### src/lfc_pkg.sv
// Notes on behaviour
// Flags bound frames; zero bits stuffed, removed.
// At least two flags between frames.
// Frames hold whole octets; others invalid.
// Octets ascending, each sent LSB first.
// Append and check 16-bit CRC.
// Address, control, optional info, CRC; info limit.
// First address EA zero, second one.
// SAPI and TEI form 13-bit link id.
// User side: commands C/R 0, responses 1.
// Control two octets when numbered, else one.
// S frames: RR, RNR, REJ codes plus N(R).
// U frames: one octet, P/F in bit 5.
// P/F is poll in commands, final otherwise.
// I frames: N(S), zero, N(R), P.
// Supervisory reserved bits sent as zero.
// Parallel mode: no stuffing, pins delimit frames.
// Send delimiter on RTS, receive on CTS.
// NRZ data on separate external line clocks.
// Network side uses inverted C/R polarity.
// CRC-CCITT, preset ones, complement sent.
package lfc_pkg;
    // Line patterns.
    localparam logic [7:0] LFC_FLAG = 8'h7E;
    localparam logic [7:0] LFC_ABORT = 8'hFF;
    localparam logic [7:0] LFC_PAR_IDLE = 8'h00;
    // Check sequence constants, bit-reversed form for LSB-first shifting.
    localparam logic [15:0] LFC_CRC_INIT = 16'hFFFF;
    localparam logic [15:0] LFC_CRC_POLY = 16'h8408;
    localparam logic [15:0] LFC_CRC_GOOD = 16'hF0B8;
    // Run lengths of ones that trigger stuffing and flag detection, and the last bit index of an octet.
    localparam logic [2:0] LFC_ONES_STUFF = 3'h5;
    localparam logic [2:0] LFC_ONES_FLAG = 3'h6;
    localparam logic [2:0] LFC_BIT_LAST = 3'h7;
    // Partial bits left in the receive shifter at the end of a good frame.
    localparam logic [2:0] LFC_TAIL_SERIAL = 3'h6;
    localparam logic [2:0] LFC_TAIL_PAR = 3'h0;
    // Header lengths: address plus one or two control octets.
    localparam logic [2:0] LFC_HDR_SHORT = 3'h3;
    localparam logic [2:0] LFC_HDR_LONG = 3'h4;
    // Information limits and the worst-case framing overhead.
    localparam logic [8:0] LFC_INFO_SHORT = 9'h080;
    localparam logic [8:0] LFC_INFO_LONG = 9'h104;
    localparam logic [8:0] LFC_OVERHEAD = 9'h006;
    // Frame types.
    localparam logic [1:0] LFC_TYPE_I = 2'h0;
    localparam logic [1:0] LFC_TYPE_S = 2'h1;
    localparam logic [1:0] LFC_TYPE_U = 2'h2;
    // Supervisory first octets, indexed RR, RNR, REJ; reserved bits zero.
    localparam logic [7:0] LFC_S_CODE [0:3] = '{8'h01, 8'h05, 8'h09, 8'h01};
    // Unnumbered octets with P/F clear: SABME DM UI DISC UA FRMR XID.
    localparam logic [7:0] LFC_U_CODE [0:7] =
        '{8'h6F, 8'h0F, 8'h03, 8'h43, 8'h63, 8'h87, 8'hAF, 8'h03};
    localparam int LFC_U_PF_BIT = 4;
    // Transmit buffer shape.
    localparam int LFC_BUF_DEPTH = 2;
    localparam int LFC_BUF_W = 9;
    // Transmit sequencer states.
    typedef enum logic [4:0] {
        LFC_TX_IDLE = 5'h01,
        LFC_TX_HDR = 5'h02,
        LFC_TX_DATA = 5'h04,
        LFC_TX_CRC = 5'h08,
        LFC_TX_CLOSE = 5'h10
    } lfc_tx_state_t;

    // Advances the check sequence by one octet, LSB first.
    function automatic logic [15:0] lfc_crc_byte(input logic [15:0] crc,
                                                 input logic [7:0] data);
        logic [15:0] c;
        c = crc;
        for (int i = 0; i < 8; i++) begin
            c = (c >> 1) ^ ((c[0] ^ data[i]) ? LFC_CRC_POLY : 16'h0000);
        end
        return c;
    endfunction : lfc_crc_byte
endpackage : lfc_pkg

### src/lfc_frame_codec.sv
`timescale 1ns/100ps
module lfc_frame_codec (
    // Clock and reset.
    input wire logic i_sys_clk,
    input wire logic i_rst,
    // Configuration levels.
    input wire logic i_parallel_mode,
    input wire logic i_network_side,
    input wire logic i_info_long,
    // Line pins.
    input wire logic i_tx_clk,
    input wire logic i_rx_clk,
    input wire logic i_rx_data,
    input wire logic i_rx_frame_delimit,
    output logic o_tx_data,
    output logic o_tx_frame_delimit,
    // Transmit frame request and header fields.
    input wire logic i_tx_req,
    input wire logic [1:0] i_tx_type,
    input wire logic [2:0] i_tx_fn,
    input wire logic i_tx_cmd,
    input wire logic i_tx_pf,
    input wire logic [5:0] i_tx_sapi,
    input wire logic [6:0] i_tx_tei,
    input wire logic [6:0] i_tx_ns,
    input wire logic [6:0] i_tx_nr,
    input wire logic i_tx_has_info,
    output logic o_tx_ack,
    output logic o_tx_underrun,
    // Transmit information stream.
    input wire logic i_tx_valid,
    input wire logic [7:0] i_tx_byte,
    input wire logic i_tx_last,
    output logic o_tx_ready,
    // Receive octet stream and frame status.
    output logic o_rx_valid,
    output logic [7:0] o_rx_byte,
    output logic o_rx_end,
    output logic o_rx_crc_ok,
    output logic o_rx_bad_len,
    output logic o_rx_too_long,
    output logic o_rx_bad_addr,
    output logic [12:0] o_rx_llid,
    output logic o_rx_cmd,
    output logic o_rx_poll,
    output logic o_rx_final
);

    // Synchronisers: 0 tx clock, 1 rx clock, 2 rx data, 3 rx delimiter.
    logic [3:0] sync1;
    logic [3:0] sync2;
    // Previous synchronised clock levels for edge detection.
    logic [1:0] clk_prev;

    // Two flip-flops per line input before any logic looks at them.
    always_ff @(posedge i_sys_clk) begin
        sync1 <= {i_rx_frame_delimit, i_rx_data, i_rx_clk, i_tx_clk};
        sync2 <= sync1;
        clk_prev <= sync2[1:0];
    end

    // Transmit shifts on the falling edge, receive samples on the rising edge.
    // NRZ line timing
    wire tx_tick = clk_prev[0] & ~sync2[0];
    wire rx_tick = ~clk_prev[1] & sync2[1];
    wire rxd = sync2[2];
    wire rx_dlm = sync2[3];

    // Transmit buffer storage and pointers.
    logic [lfc_pkg::LFC_BUF_W-1:0] buf_mem [0:lfc_pkg::LFC_BUF_DEPTH-1];
    logic buf_wp;
    logic buf_rp;
    logic [1:0] buf_cnt;
    logic buf_pop;
    wire buf_push = i_tx_valid & o_tx_ready;
    wire buf_valid = (buf_cnt != 2'h0);
    wire [7:0] buf_byte = buf_mem[buf_rp][7:0];
    wire buf_last = buf_mem[buf_rp][8];
    wire [1:0] next_buf_cnt = buf_cnt + {1'b0, buf_push} - {1'b0, buf_pop};

    // Two-entry buffer; the serialiser drains only at octet boundaries.
    always_ff @(posedge i_sys_clk) begin
        if (i_rst) begin
            buf_wp <= 1'b0;
            buf_rp <= 1'b0;
            buf_cnt <= 2'h0;
            o_tx_ready <= 1'b0;
        end else begin
            buf_wp <= buf_wp ^ buf_push;
            buf_rp <= buf_rp ^ buf_pop;
            buf_cnt <= next_buf_cnt;
            o_tx_ready <= (next_buf_cnt != 2'(lfc_pkg::LFC_BUF_DEPTH));
        end
    end

    // Storage write, no reset needed for data.
    always_ff @(posedge i_sys_clk) begin
        if (buf_push) begin
            buf_mem[buf_wp] <= {i_tx_last, i_tx_byte};
        end
    end

    // Transmit sequencer registers.
    lfc_pkg::lfc_tx_state_t tx_state;
    lfc_pkg::lfc_tx_state_t next_state;
    logic [7:0] tx_sh;
    logic [2:0] tx_bcnt;
    logic [2:0] tx_ones;
    logic tx_stf;
    logic [2:0] tx_idx;
    logic idle_done;
    logic [15:0] tx_crc;
    // Header fields held for the whole frame.
    logic [1:0] f_type;
    logic [2:0] f_fn;
    logic f_cmd;
    logic f_pf;
    logic [5:0] f_sapi;
    logic [6:0] f_tei;
    logic [6:0] f_ns;
    logic [6:0] f_nr;
    logic f_info;

    // Stuffing is suppressed entirely in parallel mode.
    // no zero insertion
    wire stuff_now = ~i_parallel_mode & (tx_ones == lfc_pkg::LFC_ONES_STUFF);
    wire byte_end = tx_tick & ~stuff_now & (tx_bcnt == lfc_pkg::LFC_BIT_LAST);
    wire [7:0] gap_byte = i_parallel_mode ? lfc_pkg::LFC_PAR_IDLE : lfc_pkg::LFC_FLAG;
    // user side polarity
    // network side inverted
    wire tx_cr = f_cmd ~^ i_network_side;
    // address extension bits
    wire [7:0] addr1 = {f_sapi, tx_cr, 1'b0};
    wire [7:0] addr2 = {f_tei, 1'b1};
    // information control octets
    wire [7:0] ctl_i = {f_ns, 1'b0};
    // supervisory codes
    // reserved bits zero
    wire [7:0] ctl_s = lfc_pkg::LFC_S_CODE[f_fn[1:0]];
    // unnumbered codes
    wire [7:0] ctl_u = lfc_pkg::LFC_U_CODE[f_fn] | (8'({f_pf}) << lfc_pkg::LFC_U_PF_BIT);
    wire [7:0] ctl1 = (f_type == lfc_pkg::LFC_TYPE_I) ? ctl_i :
                      (f_type == lfc_pkg::LFC_TYPE_S) ? ctl_s : ctl_u;
    wire [7:0] ctl2 = {f_nr, f_pf};
    // control field length
    wire [2:0] hdr_len = (f_type == lfc_pkg::LFC_TYPE_U) ? lfc_pkg::LFC_HDR_SHORT :
                         lfc_pkg::LFC_HDR_LONG;
    wire [7:0] hdr_byte = (tx_idx == 3'h1) ? addr2 : (tx_idx == 3'h2) ? ctl1 : ctl2;

    // Decisions taken at each octet boundary.
    logic [7:0] next_byte;
    logic next_stf;
    logic [2:0] next_idx;
    logic take;
    logic unr;
    logic crc_upd;

    // Picks the next octet, its stuffing and the next state.
    always_comb begin
        next_state = tx_state;
        next_byte = gap_byte;
        next_stf = 1'b0;
        next_idx = tx_idx;
        take = 1'b0;
        unr = 1'b0;
        crc_upd = 1'b0;
        buf_pop = 1'b0;
        case (tx_state)
            lfc_pkg::LFC_TX_IDLE: begin
                // two flags between frames
                if (byte_end && idle_done && i_tx_req) begin
                    take = 1'b1;
                    next_state = lfc_pkg::LFC_TX_HDR;
                    next_byte = addr1;
                    next_stf = 1'b1;
                    next_idx = 3'h1;
                end
            end
            lfc_pkg::LFC_TX_HDR: begin
                next_stf = 1'b1;
                if (tx_idx != hdr_len) begin
                    // ascending octet order
                    next_byte = hdr_byte;
                    next_idx = tx_idx + 3'h1;
                    crc_upd = 1'b1;
                    if (f_info && next_idx == hdr_len) begin
                        // Last header octet loaded; the stream octets follow it directly.
                        next_state = lfc_pkg::LFC_TX_DATA;
                    end
                end else begin
                    // Frame without information goes straight to the check.
                    next_state = lfc_pkg::LFC_TX_CRC;
                    next_byte = ~tx_crc[7:0];
                    next_idx = 3'h1;
                end
            end
            lfc_pkg::LFC_TX_DATA: begin
                next_idx = 3'h0;
                if (buf_valid) begin
                    buf_pop = byte_end;
                    next_byte = buf_byte;
                    next_stf = 1'b1;
                    crc_upd = 1'b1;
                    next_state = buf_last ? lfc_pkg::LFC_TX_CRC : lfc_pkg::LFC_TX_DATA;
                end else begin
                    // Starved stream: abort the frame on the line.
                    unr = byte_end;
                    next_byte = i_parallel_mode ? lfc_pkg::LFC_PAR_IDLE : lfc_pkg::LFC_ABORT;
                    next_state = lfc_pkg::LFC_TX_CLOSE;
                end
            end
            lfc_pkg::LFC_TX_CRC: begin
                // check sequence, high term first
                // complemented remainder
                next_stf = (tx_idx != 3'h2);
                next_idx = tx_idx + 3'h1;
                next_byte = (tx_idx == 3'h0) ? ~tx_crc[7:0] :
                            (tx_idx == 3'h1) ? ~tx_crc[15:8] : gap_byte;
                if (tx_idx == 3'h2) begin
                    // closing flag
                    next_state = lfc_pkg::LFC_TX_CLOSE;
                end
            end
            lfc_pkg::LFC_TX_CLOSE: begin
                next_state = lfc_pkg::LFC_TX_IDLE;
            end
            default: begin
                next_state = lfc_pkg::LFC_TX_IDLE;
            end
        endcase
    end

    // Header fields follow the inputs while idle and freeze once taken.
    always_ff @(posedge i_sys_clk) begin
        if (tx_state == lfc_pkg::LFC_TX_IDLE && !take) begin
            f_type <= i_tx_type;
            f_fn <= i_tx_fn;
            f_cmd <= i_tx_cmd;
            f_pf <= i_tx_pf;
            f_sapi <= i_tx_sapi;
            f_tei <= i_tx_tei;
            f_ns <= i_tx_ns;
            f_nr <= i_tx_nr;
            f_info <= i_tx_has_info;
        end
    end

    // Serialiser: one bit per transmit clock, stuffed zero when due.
    always_ff @(posedge i_sys_clk) begin
        if (i_rst) begin
            tx_state <= lfc_pkg::LFC_TX_IDLE;
            tx_sh <= lfc_pkg::LFC_FLAG;
            tx_bcnt <= 3'h0;
            tx_ones <= 3'h0;
            tx_stf <= 1'b0;
            tx_idx <= 3'h0;
            idle_done <= 1'b0;
            tx_crc <= lfc_pkg::LFC_CRC_INIT;
            o_tx_data <= 1'b1;
            o_tx_frame_delimit <= 1'b0;
            o_tx_ack <= 1'b0;
            o_tx_underrun <= 1'b0;
        end else begin
            o_tx_ack <= take;
            o_tx_underrun <= unr;
            if (tx_tick) begin
                // delimiter marks frame bits in parallel mode, held high in serial mode
                o_tx_frame_delimit <= ~i_parallel_mode | tx_stf;
            end
            if (tx_tick && stuff_now) begin
                // insert zero after five ones
                o_tx_data <= 1'b0;
                tx_ones <= 3'h0;
            end else if (tx_tick) begin
                o_tx_data <= tx_sh[0];
                tx_ones <= (tx_stf & tx_sh[0]) ? tx_ones + 3'h1 : 3'h0;
                tx_bcnt <= tx_bcnt + 3'h1;
                tx_sh <= {1'b0, tx_sh[7:1]};
            end
            if (byte_end) begin
                tx_state <= next_state;
                tx_sh <= next_byte;
                tx_stf <= next_stf;
                tx_idx <= next_idx;
                idle_done <= (tx_state == lfc_pkg::LFC_TX_IDLE && !take) ||
                             (tx_state == lfc_pkg::LFC_TX_CLOSE);
                if (take) begin
                    tx_crc <= lfc_pkg::lfc_crc_byte(lfc_pkg::LFC_CRC_INIT, next_byte);
                end else if (crc_upd) begin
                    tx_crc <= lfc_pkg::lfc_crc_byte(tx_crc, next_byte);
                end
            end
        end
    end

    // Receive state.
    logic rx_in;
    logic [2:0] rx_ones;
    logic [7:0] rx_acc;
    logic [2:0] rx_acnt;
    logic [8:0] rx_nbytes;
    logic [15:0] rx_crc;
    logic [1:0] rx_held;
    logic [7:0] rx_h0;
    logic [7:0] rx_h1;
    logic [7:0] rx_a0;
    logic [7:0] rx_a1;
    logic [7:0] rx_c1;
    logic [7:0] rx_c2;

    // Line events for the serial and parallel framings.
    // flag and stuffed zero detection
    wire s_flag = ~rxd & (rx_ones == lfc_pkg::LFC_ONES_FLAG);
    wire s_abort = rxd & (rx_ones == lfc_pkg::LFC_ONES_FLAG);
    wire s_stuffed = ~rxd & (rx_ones == lfc_pkg::LFC_ONES_STUFF);
    wire s_add = rx_in & ~s_stuffed & ~(rxd & (rx_ones >= lfc_pkg::LFC_ONES_STUFF));
    // delimiter pin frames data
    // receive delimiter input
    wire add_bit = rx_tick & (i_parallel_mode ? rx_dlm : s_add);
    wire end_evt = rx_tick & rx_in & (i_parallel_mode ? ~rx_dlm : s_flag);
    wire start_evt = rx_tick & (i_parallel_mode ? (rx_dlm & ~rx_in) : s_flag);
    wire [7:0] oct = {rxd, rx_acc[7:1]};
    wire oct_done = add_bit & (rx_acnt == lfc_pkg::LFC_BIT_LAST);
    wire [2:0] tail = i_parallel_mode ? lfc_pkg::LFC_TAIL_PAR : lfc_pkg::LFC_TAIL_SERIAL;
    // information length limit
    wire [8:0] max_len = (i_info_long ? lfc_pkg::LFC_INFO_LONG : lfc_pkg::LFC_INFO_SHORT) +
                         lfc_pkg::LFC_OVERHEAD;
    // P/F from U octet or second octet
    wire rx_pf = (rx_c1[1:0] == 2'h3) ? rx_c1[lfc_pkg::LFC_U_PF_BIT] : rx_c2[0];
    wire rx_is_cmd = rx_a0[1] ^ i_network_side;

    // Deframer: assembles octets, holds back two as the check field.
    always_ff @(posedge i_sys_clk) begin
        if (i_rst) begin
            rx_in <= 1'b0;
            rx_ones <= 3'h0;
            rx_acc <= 8'h00;
            rx_acnt <= 3'h0;
            rx_nbytes <= 9'h000;
            rx_crc <= lfc_pkg::LFC_CRC_INIT;
            rx_held <= 2'h0;
            rx_h0 <= 8'h00;
            rx_h1 <= 8'h00;
            rx_a0 <= 8'h00;
            rx_a1 <= 8'h00;
            rx_c1 <= 8'h00;
            rx_c2 <= 8'h00;
            o_rx_valid <= 1'b0;
            o_rx_byte <= 8'h00;
            o_rx_end <= 1'b0;
            o_rx_crc_ok <= 1'b0;
            o_rx_bad_len <= 1'b0;
            o_rx_too_long <= 1'b0;
            o_rx_bad_addr <= 1'b0;
            o_rx_llid <= 13'h0000;
            o_rx_cmd <= 1'b0;
            o_rx_poll <= 1'b0;
            o_rx_final <= 1'b0;
        end else begin
            o_rx_valid <= 1'b0;
            o_rx_end <= 1'b0;
            if (rx_tick) begin
                rx_ones <= rxd ? ((rx_ones == lfc_pkg::LFC_BIT_LAST) ? rx_ones : rx_ones + 3'h1)
                               : 3'h0;
            end
            if (add_bit) begin
                // LSB first assembly
                rx_acc <= oct;
                rx_acnt <= rx_acnt + 3'h1;
            end
            if (oct_done) begin
                // running check over every octet
                rx_crc <= lfc_pkg::lfc_crc_byte(rx_crc, oct);
                rx_nbytes <= (rx_nbytes == 9'h1FF) ? rx_nbytes : rx_nbytes + 9'h001;
                rx_a0 <= (rx_nbytes == 9'h000) ? oct : rx_a0;
                rx_a1 <= (rx_nbytes == 9'h001) ? oct : rx_a1;
                rx_c1 <= (rx_nbytes == 9'h002) ? oct : rx_c1;
                rx_c2 <= (rx_nbytes == 9'h003) ? oct : rx_c2;
                rx_h0 <= (rx_held == 2'h2) ? rx_h1 : ((rx_held == 2'h0) ? oct : rx_h0);
                rx_h1 <= (rx_held == 2'h0) ? rx_h1 : oct;
                rx_held <= (rx_held == 2'h2) ? rx_held : rx_held + 2'h1;
                o_rx_valid <= (rx_held == 2'h2);
                o_rx_byte <= rx_h0;
            end
            if (end_evt && rx_nbytes != 9'h000) begin
                o_rx_end <= 1'b1;
                o_rx_crc_ok <= (rx_crc == lfc_pkg::LFC_CRC_GOOD);
                // whole octets only
                o_rx_bad_len <= (rx_acnt != tail);
                o_rx_too_long <= (rx_nbytes > max_len);
                // extension bit check
                o_rx_bad_addr <= rx_a0[0] | ~rx_a1[0];
                // combined link identifier
                o_rx_llid <= {rx_a0[7:2], rx_a1[7:1]};
                o_rx_cmd <= rx_is_cmd;
                // poll versus final
                o_rx_poll <= rx_pf & rx_is_cmd;
                o_rx_final <= rx_pf & ~rx_is_cmd;
            end
            if (end_evt || start_evt || (rx_tick && s_abort && !i_parallel_mode)) begin
                // New frame or drop: reset the bit, octet and held counts and the check; the run of ones keeps counting.
                rx_in <= start_evt | (end_evt & ~i_parallel_mode);
                rx_acnt <= (start_evt && i_parallel_mode) ? 3'h1 : 3'h0;
                rx_acc <= oct;
                rx_nbytes <= 9'h000;
                rx_crc <= lfc_pkg::LFC_CRC_INIT;
                rx_held <= 2'h0;
            end
        end
    end

endmodule : lfc_frame_codec

### config.mk
export PLATFORM = sky130hd
export DESIGN_NAME = lfc_frame_codec
export DESIGN_NICKNAME = d
export VERILOG_FILES = /design/src/lfc_pkg.sv /design/src/lfc_frame_codec.sv
export SDC_FILE = /design/constraint.sdc
export NUM_CORES = 1
export LEC_CHECK = 0
export BUFFER_PORTS_ARGS = -buffer_cell sky130_fd_sc_hd__buf_2
export CAP_MARGIN = 20
export CORE_MARGIN = 3
export CORE_UTILIZATION = 55
export CTS_CLUSTER_DIAMETER = 60
export DETAILED_ROUTE_END_ITERATION = 8
export GPL_ROUTABILITY_DRIVEN = 0
export MAX_ROUTING_LAYER = met4
export PLACE_DENSITY_LB_ADDON = 0.1
export SLEW_MARGIN = 30
export SYNTH_ARGS = -nofsm -noshare
export SYNTH_HDL_FRONTEND = slang
export SYNTH_SLANG_ARGS = --single-unit
export TNS_END_PERCENT = 50
### constraint.sdc
create_clock -name i_sys_clk -period 8.5 [get_ports i_sys_clk]
set_input_delay 1.275 -clock i_sys_clk [delete_from_list [all_inputs] [get_ports i_sys_clk]]
set_output_delay 1.275 -clock i_sys_clk [all_outputs]
set_load 0.01 [all_outputs]
Word level (Yosys, flattened, before mapping)
Memories as Yosys holds them, arrays and structs flattened. A register that Yosys moved wholly into a read port is not among the register bits.
Cells that the tools add are included.
W data, S select, Z words.
{"block": "totals", "ram_bits": 18, "n_memories": 2, "rom_bits": 64, "out_inout_bits": 35, "regBits": 204, "word_cells": 329, "inputBits": 55}
{"name": "(no name shown)", "depth": 8, "width": 8, "read_ports": 1, "rd_ports_with_merged_regs": 0, "write_ports": 0, "line_no": "lfc_frame_codec.sv:141", "text": "wire [7:0] ctl_u = lfc_pkg::LFC_U_CODE[f_fn] | (8'({f_pf}) << lfc_pkg::LFC_U_PF_BIT);"}
{"name": "buf_mem", "depth": 2, "width": 9, "read_ports": 1, "rd_ports_with_merged_regs": 1, "write_ports": 1, "line_no": "lfc_frame_codec.sv:70", "text": "logic [lfc_pkg::LFC_BUF_W-1:0] buf_mem [0:lfc_pkg::LFC_BUF_DEPTH-1];"}
{"block": "classes", "addsub": 10, "magnitude_cmp": 4, "reduce_logical": 44, "n_eq_ne": 32, "bitwise_logic": 98, "n_mux": 87}
{"op": "$mux W16", "count": 26}
{"op": "$xor A15 B16 Y16", "count": 23}
{"op": "$mux W8", "count": 21}
{"op": "$pmux W8 S4", "count": 1}
{"op": "$mux W3", "count": 9}
{"op": "$xor A1 B1 Y1", "count": 26}
{"op": "$mux W5", "count": 5}
{"op": "$reduce_and A2 Y1", "count": 12}
{"op": "$and A1 B1 Y1", "count": 22}
{"op": "$pmux W5 S4", "count": 1}
{"op": "$eq A3 B3 Y1 const B", "count": 6}
{"op": "$eq A9 B2 Y1 const B", "count": 2}
{"op": "$mux W1", "count": 17}
{"op": "$not A1 Y1", "count": 17}
{"op": "$bmux W8 S2", "count": 1}
{"op": "$eq A16 B16 Y1 const B", "count": 1}
{"op": "$not A8 Y8", "count": 2}
{"op": "$add A3 B1 Y3 const B", "count": 5}
{"op": "$not A15 Y15", "count": 1}
{"op": "$pmux W3 S4", "count": 1}
{"op": "$reduce_bool A2 Y1", "count": 6}
{"op": "$ne A2 B2 Y1 const B", "count": 5}
{"op": "$add A9 B1 Y9 const B", "count": 1}
{"op": "$add A9 B3 Y9 const B", "count": 1}
{"op": "43 further kinds", "count": 63}

Depth between registers and ports, before layout
{"block": "depth", "word_depth": 37, "ltp_mapped": 13, "depth_no_buf": 12}

Worst setup path after synthesis
OpenSTA, ideal clock, no wires.
{"block": "synth_timing", "kind": "input to register", "startpoint": "input i_parallel_mode", "endpoint": "register tx_crc[2]", "arrival_time_ns": 3.579, "stages": 10, "setup_ns": 0.134, "setup_slack_ns": 4.787, "required_ns": 8.366, "cell_sequence": "nand3b_1 > and2_1 > clkbuf_1 > and3_1 > clkbuf_1 > a211oi_1 > o221ai_1 > xnor2_1 > o41ai_1 > or4_1"}
{"block": "synth_between", "elab_chain_len": 21, "word_cells_on_any_way": 40, "classes_between": "mux: 15; bitwise: 21; reduce/logical: 4"}
{"element": "from (decl)", "line_no": "lfc_frame_codec.sv:7", "text": "input wire logic i_parallel_mode,"}
{"element": "$not A1 Y1", "line_no": "lfc_frame_codec.sv:126", "text": "wire stuff_now = ~i_parallel_mode & (tx_ones == lfc_pkg::LFC_ONES_STUFF);"}
{"element": "$and A1 B1 Y1", "line_no": "lfc_frame_codec.sv:126"}
{"element": "$not A1 Y1", "line_no": "lfc_frame_codec.sv:127", "text": "wire byte_end = tx_tick & ~stuff_now & (tx_bcnt == lfc_pkg::LFC_BIT_LAST);"}
{"element": "$and A1 B1 Y1 (2 in series)", "line_no": "lfc_frame_codec.sv:127"}
{"element": "$logic_and A1 B1 Y1 (2 in series)", "line_no": "lfc_frame_codec.sv:171", "text": "if (byte_end && idle_done && i_tx_req) begin"}
{"element": "$mux W8", "line_no": "lfc_frame_codec.sv:171"}
{"element": "$pmux W8 S4", "line_no": "lfc_frame_codec.sv:168", "text": "case (tx_state)"}
{"element": "$xor A1 B1 Y1", "line_no": "lfc_pkg.sv:73", "text": "c = (c >> 1) ^ ((c[0] ^ data[i]) ? LFC_CRC_POLY : 16'h0000);"}
{"element": "$mux W16", "line_no": "lfc_pkg.sv:73"}
{"element": "$xor A15 B16 Y16 (4 in series)", "line_no": "lfc_pkg.sv:73"}
{"element": "$xor A1 B1 Y1", "line_no": "lfc_pkg.sv:73"}
{"element": "$mux W16", "line_no": "lfc_pkg.sv:73"}
{"element": "$xor A15 B16 Y16 (2 in series)", "line_no": "lfc_pkg.sv:73"}
{"element": "$mux W16", "line_no": "lfc_frame_codec.sv:289", "text": "end else if (crc_upd) begin"}
{"element": "$mux W16", "line_no": "lfc_frame_codec.sv:287", "text": "if (take) begin"}
{"element": "to (signal assigned)", "line_no": "lfc_frame_codec.sv:258", "text": "tx_crc <= lfc_pkg::LFC_CRC_INIT;"}
{"element": "to (signal assigned)", "line_no": "lfc_frame_codec.sv:288", "text": "tx_crc <= lfc_pkg::lfc_crc_byte(lfc_pkg::LFC_CRC_INIT, next_byte);"}
{"element": "to (signal assigned)", "line_no": "lfc_frame_codec.sv:290", "text": "tx_crc <= lfc_pkg::lfc_crc_byte(tx_crc, next_byte);"}
{"element": "to (decl)", "line_no": "lfc_frame_codec.sv:112", "text": "logic [15:0] tx_crc;"}
Several ways; a longest one is shown, not always the timed one. The select of a mux whose other input is x is not followed.
A chain may end at the register's enable or synchronous reset.

Worst setup path in the final report
{"block": "layout_timing", "startpoint": "input i_parallel_mode", "endpoint": "register tx_crc[10]"}
{"block": "layout_between", "elab_chain_len": 20, "word_cells_on_any_way": 44, "classes_between": "mux: 17; bitwise: 23; reduce/logical: 4"}
{"element": "$not A1 Y1", "line_no": "lfc_frame_codec.sv:126"}
{"element": "$and A1 B1 Y1", "line_no": "lfc_frame_codec.sv:126"}
{"element": "$not A1 Y1", "line_no": "lfc_frame_codec.sv:127"}
{"element": "$and A1 B1 Y1 (2 in series)", "line_no": "lfc_frame_codec.sv:127"}
{"element": "$logic_and A1 B1 Y1 (2 in series)", "line_no": "lfc_frame_codec.sv:171"}
{"element": "$mux W8", "line_no": "lfc_frame_codec.sv:171"}
{"element": "$pmux W8 S4", "line_no": "lfc_frame_codec.sv:168"}
{"element": "$xor A1 B1 Y1", "line_no": "lfc_pkg.sv:73"}
{"element": "$mux W16", "line_no": "lfc_pkg.sv:73"}
{"element": "$xor A15 B16 Y16 (4 in series)", "line_no": "lfc_pkg.sv:73"}
{"element": "$xor A1 B1 Y1", "line_no": "lfc_pkg.sv:73"}
{"element": "$mux W16", "line_no": "lfc_pkg.sv:73"}
{"element": "$xor A15 B16 Y16", "line_no": "lfc_pkg.sv:73"}
{"element": "$mux W16", "line_no": "lfc_frame_codec.sv:289"}
{"element": "$mux W16", "line_no": "lfc_frame_codec.sv:287"}
Several ways; a longest one is shown, not always the timed one. The select of a mux whose other input is x is not followed.

==> Implementation_results.wiki <==
{| class="wikitable"
! Metric !! Value
|-
| Status || completed
|-
| Maximum clock path buffer count || 3
|-
| Ratio of cells with drive above 1 in the final layout || 0.1328
|-
| Worst IR drop on VDD || 0.1658 mV
|-
| Terminus of the critical flop-to-flop path || tx_crc[10]$_SDFFE_PP1P_
|-
| Final setup viols || 0
|-
| Initial detailed-routing violation count || 533
|-
| Share of cell area taken by muxes after synthesis || 0.06513
|-
| Ant. Diodes || 0
|-
| Ratio of total power to cell area || 184.5 nW/um^2
|-
| Cell taking the most area after synthesis || sky130_fd_sc_hd__dfxtp_1
|-
| Cells after synthesis || 1051
|-
| Global-route wire length before repair || 36.26 mm
|-
| Ys Warns || 0
|-
| DIE HEIGHT || 141.4 um
|-
| Clock sink count || 219
|-
| Share of the clock period used by the worst path || 0.4796
|-
| Routed length per instance || 16.54 um
|-
| Total global-route track usage || 0.2258
|-
| Count of input and output buffers || 89
|-
| Setup slack on the worst flop-to-flop path || 4530 ps
|-
| Setup slack after layout || 4424 ps
|-
| Post_cts resized || 0
|-
| Worst-margin pin slew || 945.4 ps
|-
| Number of H-tree levels || 1
|-
| Final-layout worst hold slack || 325.9 ps
|-
| Startpoint Class || primary input
|-
| Adder and majority gate portion of the synthesized area || 0.03970
|-
| Fin crit period || 4076 ps
|-
| Launch point of the critical path || i_parallel_mode
|-
| Main flop type after synthesis || sky130_fd_sc_hd__dfxtp_1
|-
| GRT overflow || 0
|-
| Portion of synthesized cell area occupied by the leading cell type || 0.3295
|-
| I/O pin cnt || 90
|-
| Synthesized cell area || 10090 um^2
|-
| Root Driver || sky130_fd_sc_hd__clkbuf_16
|-
| Number of placed instances with taps included || 1309
|-
| Max Freq || 0.2453 GHz
|-
| Synthesized Nets || 1138
|-
| Source of the worst register-to-register timing path || tx_bcnt[0]$_SDFFE_PP0P_
|-
| Dominant combinational cell family by area after synthesis || simple AND/OR/NAND/NOR gates
|-
| Number of cells in the finished layout apart from fillers || 1347
|-
| Count of buffers added by post-CTS timing repair for setup || 0
|-
| Share of synthesized registers carrying an async set or reset || 0
|-
| Max-Slew Margin vs Limit || 0.3617
|-
| Critical Setup Path Class || in -> reg
|-
| Cell types occupying the most area after synthesis || sky130_fd_sc_hd__dfxtp_1 33%, sky130_fd_sc_hd__edfxtp_1 16%, sky130_fd_sc_hd__mux2i_1 6.0%, sky130_fd_sc_hd__nor2_1 5.2%, sky130_fd_sc_hd__ha_1 4.0%
|-
| Final hold vios || 0
|-
| Leak pwr || 4.610 nW
|-
| Design Power || 2.083 mW
|-
| Post-synthesis simple-gate area fraction || 0.1712
|-
| Post-synthesis cell type count || 75
|-
| Capture point of the critical path || tx_crc[10]$_SDFFE_PP1P_
|-
| Via count || 7653
|-
| Crit-path max FO || 21
|-
| Full die area || 20000 um^2
|-
| Worst setup slack after placement || 3952 ps
|-
| Class of the worst hold path || reg -> reg
|-
| Clock network latency to the later pin of the worst-skew pair || 500 ps
|-
| CORE AREA || 17600 um^2
|-
| Quantity of hold-fixing buffers added after cts || 0
|-
| Max Cap Viol || 0
|-
| Clock Pin Slew Worst Setup and Hold Paths || 60 ps
|-
| Average vias per placed instance || 5.682
|-
| Total CTS buffers || 23
|-
| Site row count || 48
|-
| Chip Width || 141.4 um
|-
| Total Negative Setup Slacks || 0 ps
|-
| CTS tree || yes
|-
| Register bit total from synthesis || 219
|-
| Final HPWL DP || 15.49 mm
|-
| First drt pass iteration count || 5
|-
| Area added between synthesis and finish || 11.95%
|-
| Initial standard-cell utilization of the core || 0.5732
|-
| Via count of the first global-routing pass || 6980
|-
| R2r worst-path depth || 11
|-
| Maximum number of pins on one net before global-route repair || 82
|-
| XOR/XNOR share of the synthesized area || 0.06674
|-
| Sequential share of the synthesized area || 0.4873
|-
| Remaining design rule violation count || 0
|-
| Total count of max-transition violations in the final report || 0
|-
| Aggregate routed wire length || 22.27 mm
|-
| Crit end category || register
|-
| Remaining number of nets flagged by the antenna check after routing || 0
|-
| Unrepaired setup endpoints after global routing || false
|-
| Crit path arrival time || 4450 ps
|-
| Antenna violations before repair || 0
|-
| Worst Path Required || 8880 ps
|-
| Count of flip-flops with a built-in enable after synthesis || 53
|-
| Post-route clock skew || 11.86 ps
|-
| Number of nets in the layout || 1196
|-
| Area fraction in compound gates after synthesis || 0.1366
|-
| Mapped Avg Cell Area || 9.597 um^2
|}
## logic make-up (layout without fill, tap and decap cells)
logic type | after synthesis | count (layout)
AOI/OAI and AO/OA | 200 | 200
xor gates and xnor gates | 71 | 71
adders and majority gates | 32 | 32
buffers and inverters | 89 | 160
DFF | 219 | 219
muxes | 65 | 65
and+or+nand+nor | 375 | 375
## power by group
part | switching, mW | total (mW) | internal, mW
Clock | 0.383 | 0.898 | 0.515
Sequential | 0.0124 | 1.10 | 1.09
Combinational | 0.0508 | 0.0850 | 0.0342
## through the flow
| step | area (um^2) | util |
|---|---|---|
| floorplan | 10090 | - |
| global placement | 10620 | 0.6034 |
| detailed placement | 10620 | 0.6035 |
| CTS | 11280 | 0.6412 |
| global route | 11290 | 0.6416 |
| finish | 11290 | 0.6416 |
## cell usage in the layout, fill, tap and decap left out, types with 4 or more instances in the layout
cell type	count
sky130_fd_sc_hd__a211o_1	7
sky130_fd_sc_hd__a211oi_1	18
sky130_fd_sc_hd__a21o_1	4
sky130_fd_sc_hd__a21oi_1	65
sky130_fd_sc_hd__a22oi_1	6
sky130_fd_sc_hd__a311oi_1	5
sky130_fd_sc_hd__and2_1	7
sky130_fd_sc_hd__and3_1	7
sky130_fd_sc_hd__buf_2	88
sky130_fd_sc_hd__buf_4	5
sky130_fd_sc_hd__clkbuf_1	8
sky130_fd_sc_hd__clkbuf_16	24
sky130_fd_sc_hd__clkinv_2	4
sky130_fd_sc_hd__dfxtp_1	166
sky130_fd_sc_hd__edfxtp_1	53
sky130_fd_sc_hd__ha_1	32
sky130_fd_sc_hd__inv_1	28
sky130_fd_sc_hd__mux2_2	5
sky130_fd_sc_hd__mux2i_1	60
sky130_fd_sc_hd__nand2_1	105
sky130_fd_sc_hd__nand2b_1	11
sky130_fd_sc_hd__nand3_1	26
sky130_fd_sc_hd__nand3b_1	5
sky130_fd_sc_hd__nand4_1	6
sky130_fd_sc_hd__nor2_1	138
sky130_fd_sc_hd__nor2b_1	13
sky130_fd_sc_hd__nor3_1	21
sky130_fd_sc_hd__nor3b_1	5
sky130_fd_sc_hd__nor4_1	6
sky130_fd_sc_hd__o211ai_1	27
sky130_fd_sc_hd__o21ai_0	26
sky130_fd_sc_hd__o311ai_0	5
sky130_fd_sc_hd__o31ai_1	4
sky130_fd_sc_hd__or4_1	4
sky130_fd_sc_hd__xnor2_1	43
sky130_fd_sc_hd__xor2_1	23
## per-layer routing
layer / track usage / part of all wire / vias to the layer above
met2: 0.3225 / 0.42 / 234
met1: 0.3409 / 0.50 / 3563
met5: - / 0 / -
met3: 0.03202 / 0.058 / 42
li1: - / - / 3814
met4: 0.05404 / 0.022 / 0
## area by class of cell
class	instances	area [um^2]
Fill cell	1467	6306
Timing Repair Buffer	93	478.0
Sequential cell	219	4915
Inverter	29	108.9
Multi-Input combinational cell	743	4845
Clock inverter	6	32.53
Clock buffer	32	630.6
Tap cell	225	281.5
## cell usage after synthesis, types with 4 or more instances
| cell type | n |
|---|---|
| sky130_fd_sc_hd__dfxtp_1 | 166 |
| sky130_fd_sc_hd__nor2_1 | 140 |
| sky130_fd_sc_hd__nand2_1 | 105 |
| sky130_fd_sc_hd__a21oi_1 | 65 |
| sky130_fd_sc_hd__mux2i_1 | 60 |
| sky130_fd_sc_hd__clkbuf_1 | 55 |
| sky130_fd_sc_hd__edfxtp_1 | 53 |
| sky130_fd_sc_hd__xnor2_1 | 43 |
| sky130_fd_sc_hd__ha_1 | 32 |
| sky130_fd_sc_hd__inv_1 | 28 |
| sky130_fd_sc_hd__o211ai_1 | 27 |
| sky130_fd_sc_hd__nand3_1 | 26 |
| sky130_fd_sc_hd__o21ai_0 | 26 |
| sky130_fd_sc_hd__xor2_1 | 23 |
| sky130_fd_sc_hd__nor3_1 | 22 |
| sky130_fd_sc_hd__a211oi_1 | 18 |
| sky130_fd_sc_hd__nor2b_1 | 13 |
| sky130_fd_sc_hd__nand2b_1 | 11 |
| sky130_fd_sc_hd__a211o_1 | 7 |
| sky130_fd_sc_hd__and2_1 | 7 |
| sky130_fd_sc_hd__and3_1 | 7 |
| sky130_fd_sc_hd__a22oi_1 | 6 |
| sky130_fd_sc_hd__nand4_1 | 6 |
| sky130_fd_sc_hd__nor4_1 | 6 |
| sky130_fd_sc_hd__a311oi_1 | 5 |
| sky130_fd_sc_hd__mux2_2 | 5 |
| sky130_fd_sc_hd__nand3b_1 | 5 |
| sky130_fd_sc_hd__nor3b_1 | 5 |
| sky130_fd_sc_hd__o311ai_0 | 5 |
| sky130_fd_sc_hd__a21o_1 | 4 |
| sky130_fd_sc_hd__o31ai_1 | 4 |
| sky130_fd_sc_hd__or4_1 | 4 |
## worst min path at each step
stage                     cells past startpoint  slack [ps]             start                to
after floorplan                               0         310  sync1[0]$_DFF_P_  sync2[0]$_DFF_P_
after global placement                        0         310  sync1[3]$_DFF_P_  sync2[3]$_DFF_P_
after detailed placement                      0         310  sync1[3]$_DFF_P_  sync2[3]$_DFF_P_
after CTS                                     0         330  sync1[3]$_DFF_P_  sync2[3]$_DFF_P_
after global routing                          0         330  sync1[3]$_DFF_P_  sync2[3]$_DFF_P_
final                                         0         330  sync1[1]$_DFF_P_  sync2[1]$_DFF_P_
## flip-flops by register name (all words and copies together), names as in the netlist, 4 cells and up
register and count:
f_nr 7, o_rx_llid 13, rx_nbytes 9, rx_a1 8, sync1 4, sync2 4, o_rx_byte 8, rx_a0 8
rx_h0 8, tx_crc 16, f_tei 7, tx_sh 8, buf_mem 18, rx_crc 16, rx_h1 8, rx_acc 7
tx_state 5, f_ns 7, f_sapi 6
## critical path, cell delays in order
cell and delay, ps:
sky130_fd_sc_hd__buf_2 260, sky130_fd_sc_hd__nand3b_1 310, sky130_fd_sc_hd__and2_1 340, sky130_fd_sc_hd__nand3_1 580, sky130_fd_sc_hd__nand3_1 290, sky130_fd_sc_hd__nand2_1 470
sky130_fd_sc_hd__nor2_1 460, sky130_fd_sc_hd__inv_1 90, sky130_fd_sc_hd__a2111oi_2 290, sky130_fd_sc_hd__nor3_1 100
(Power assumes the default switching activity.)
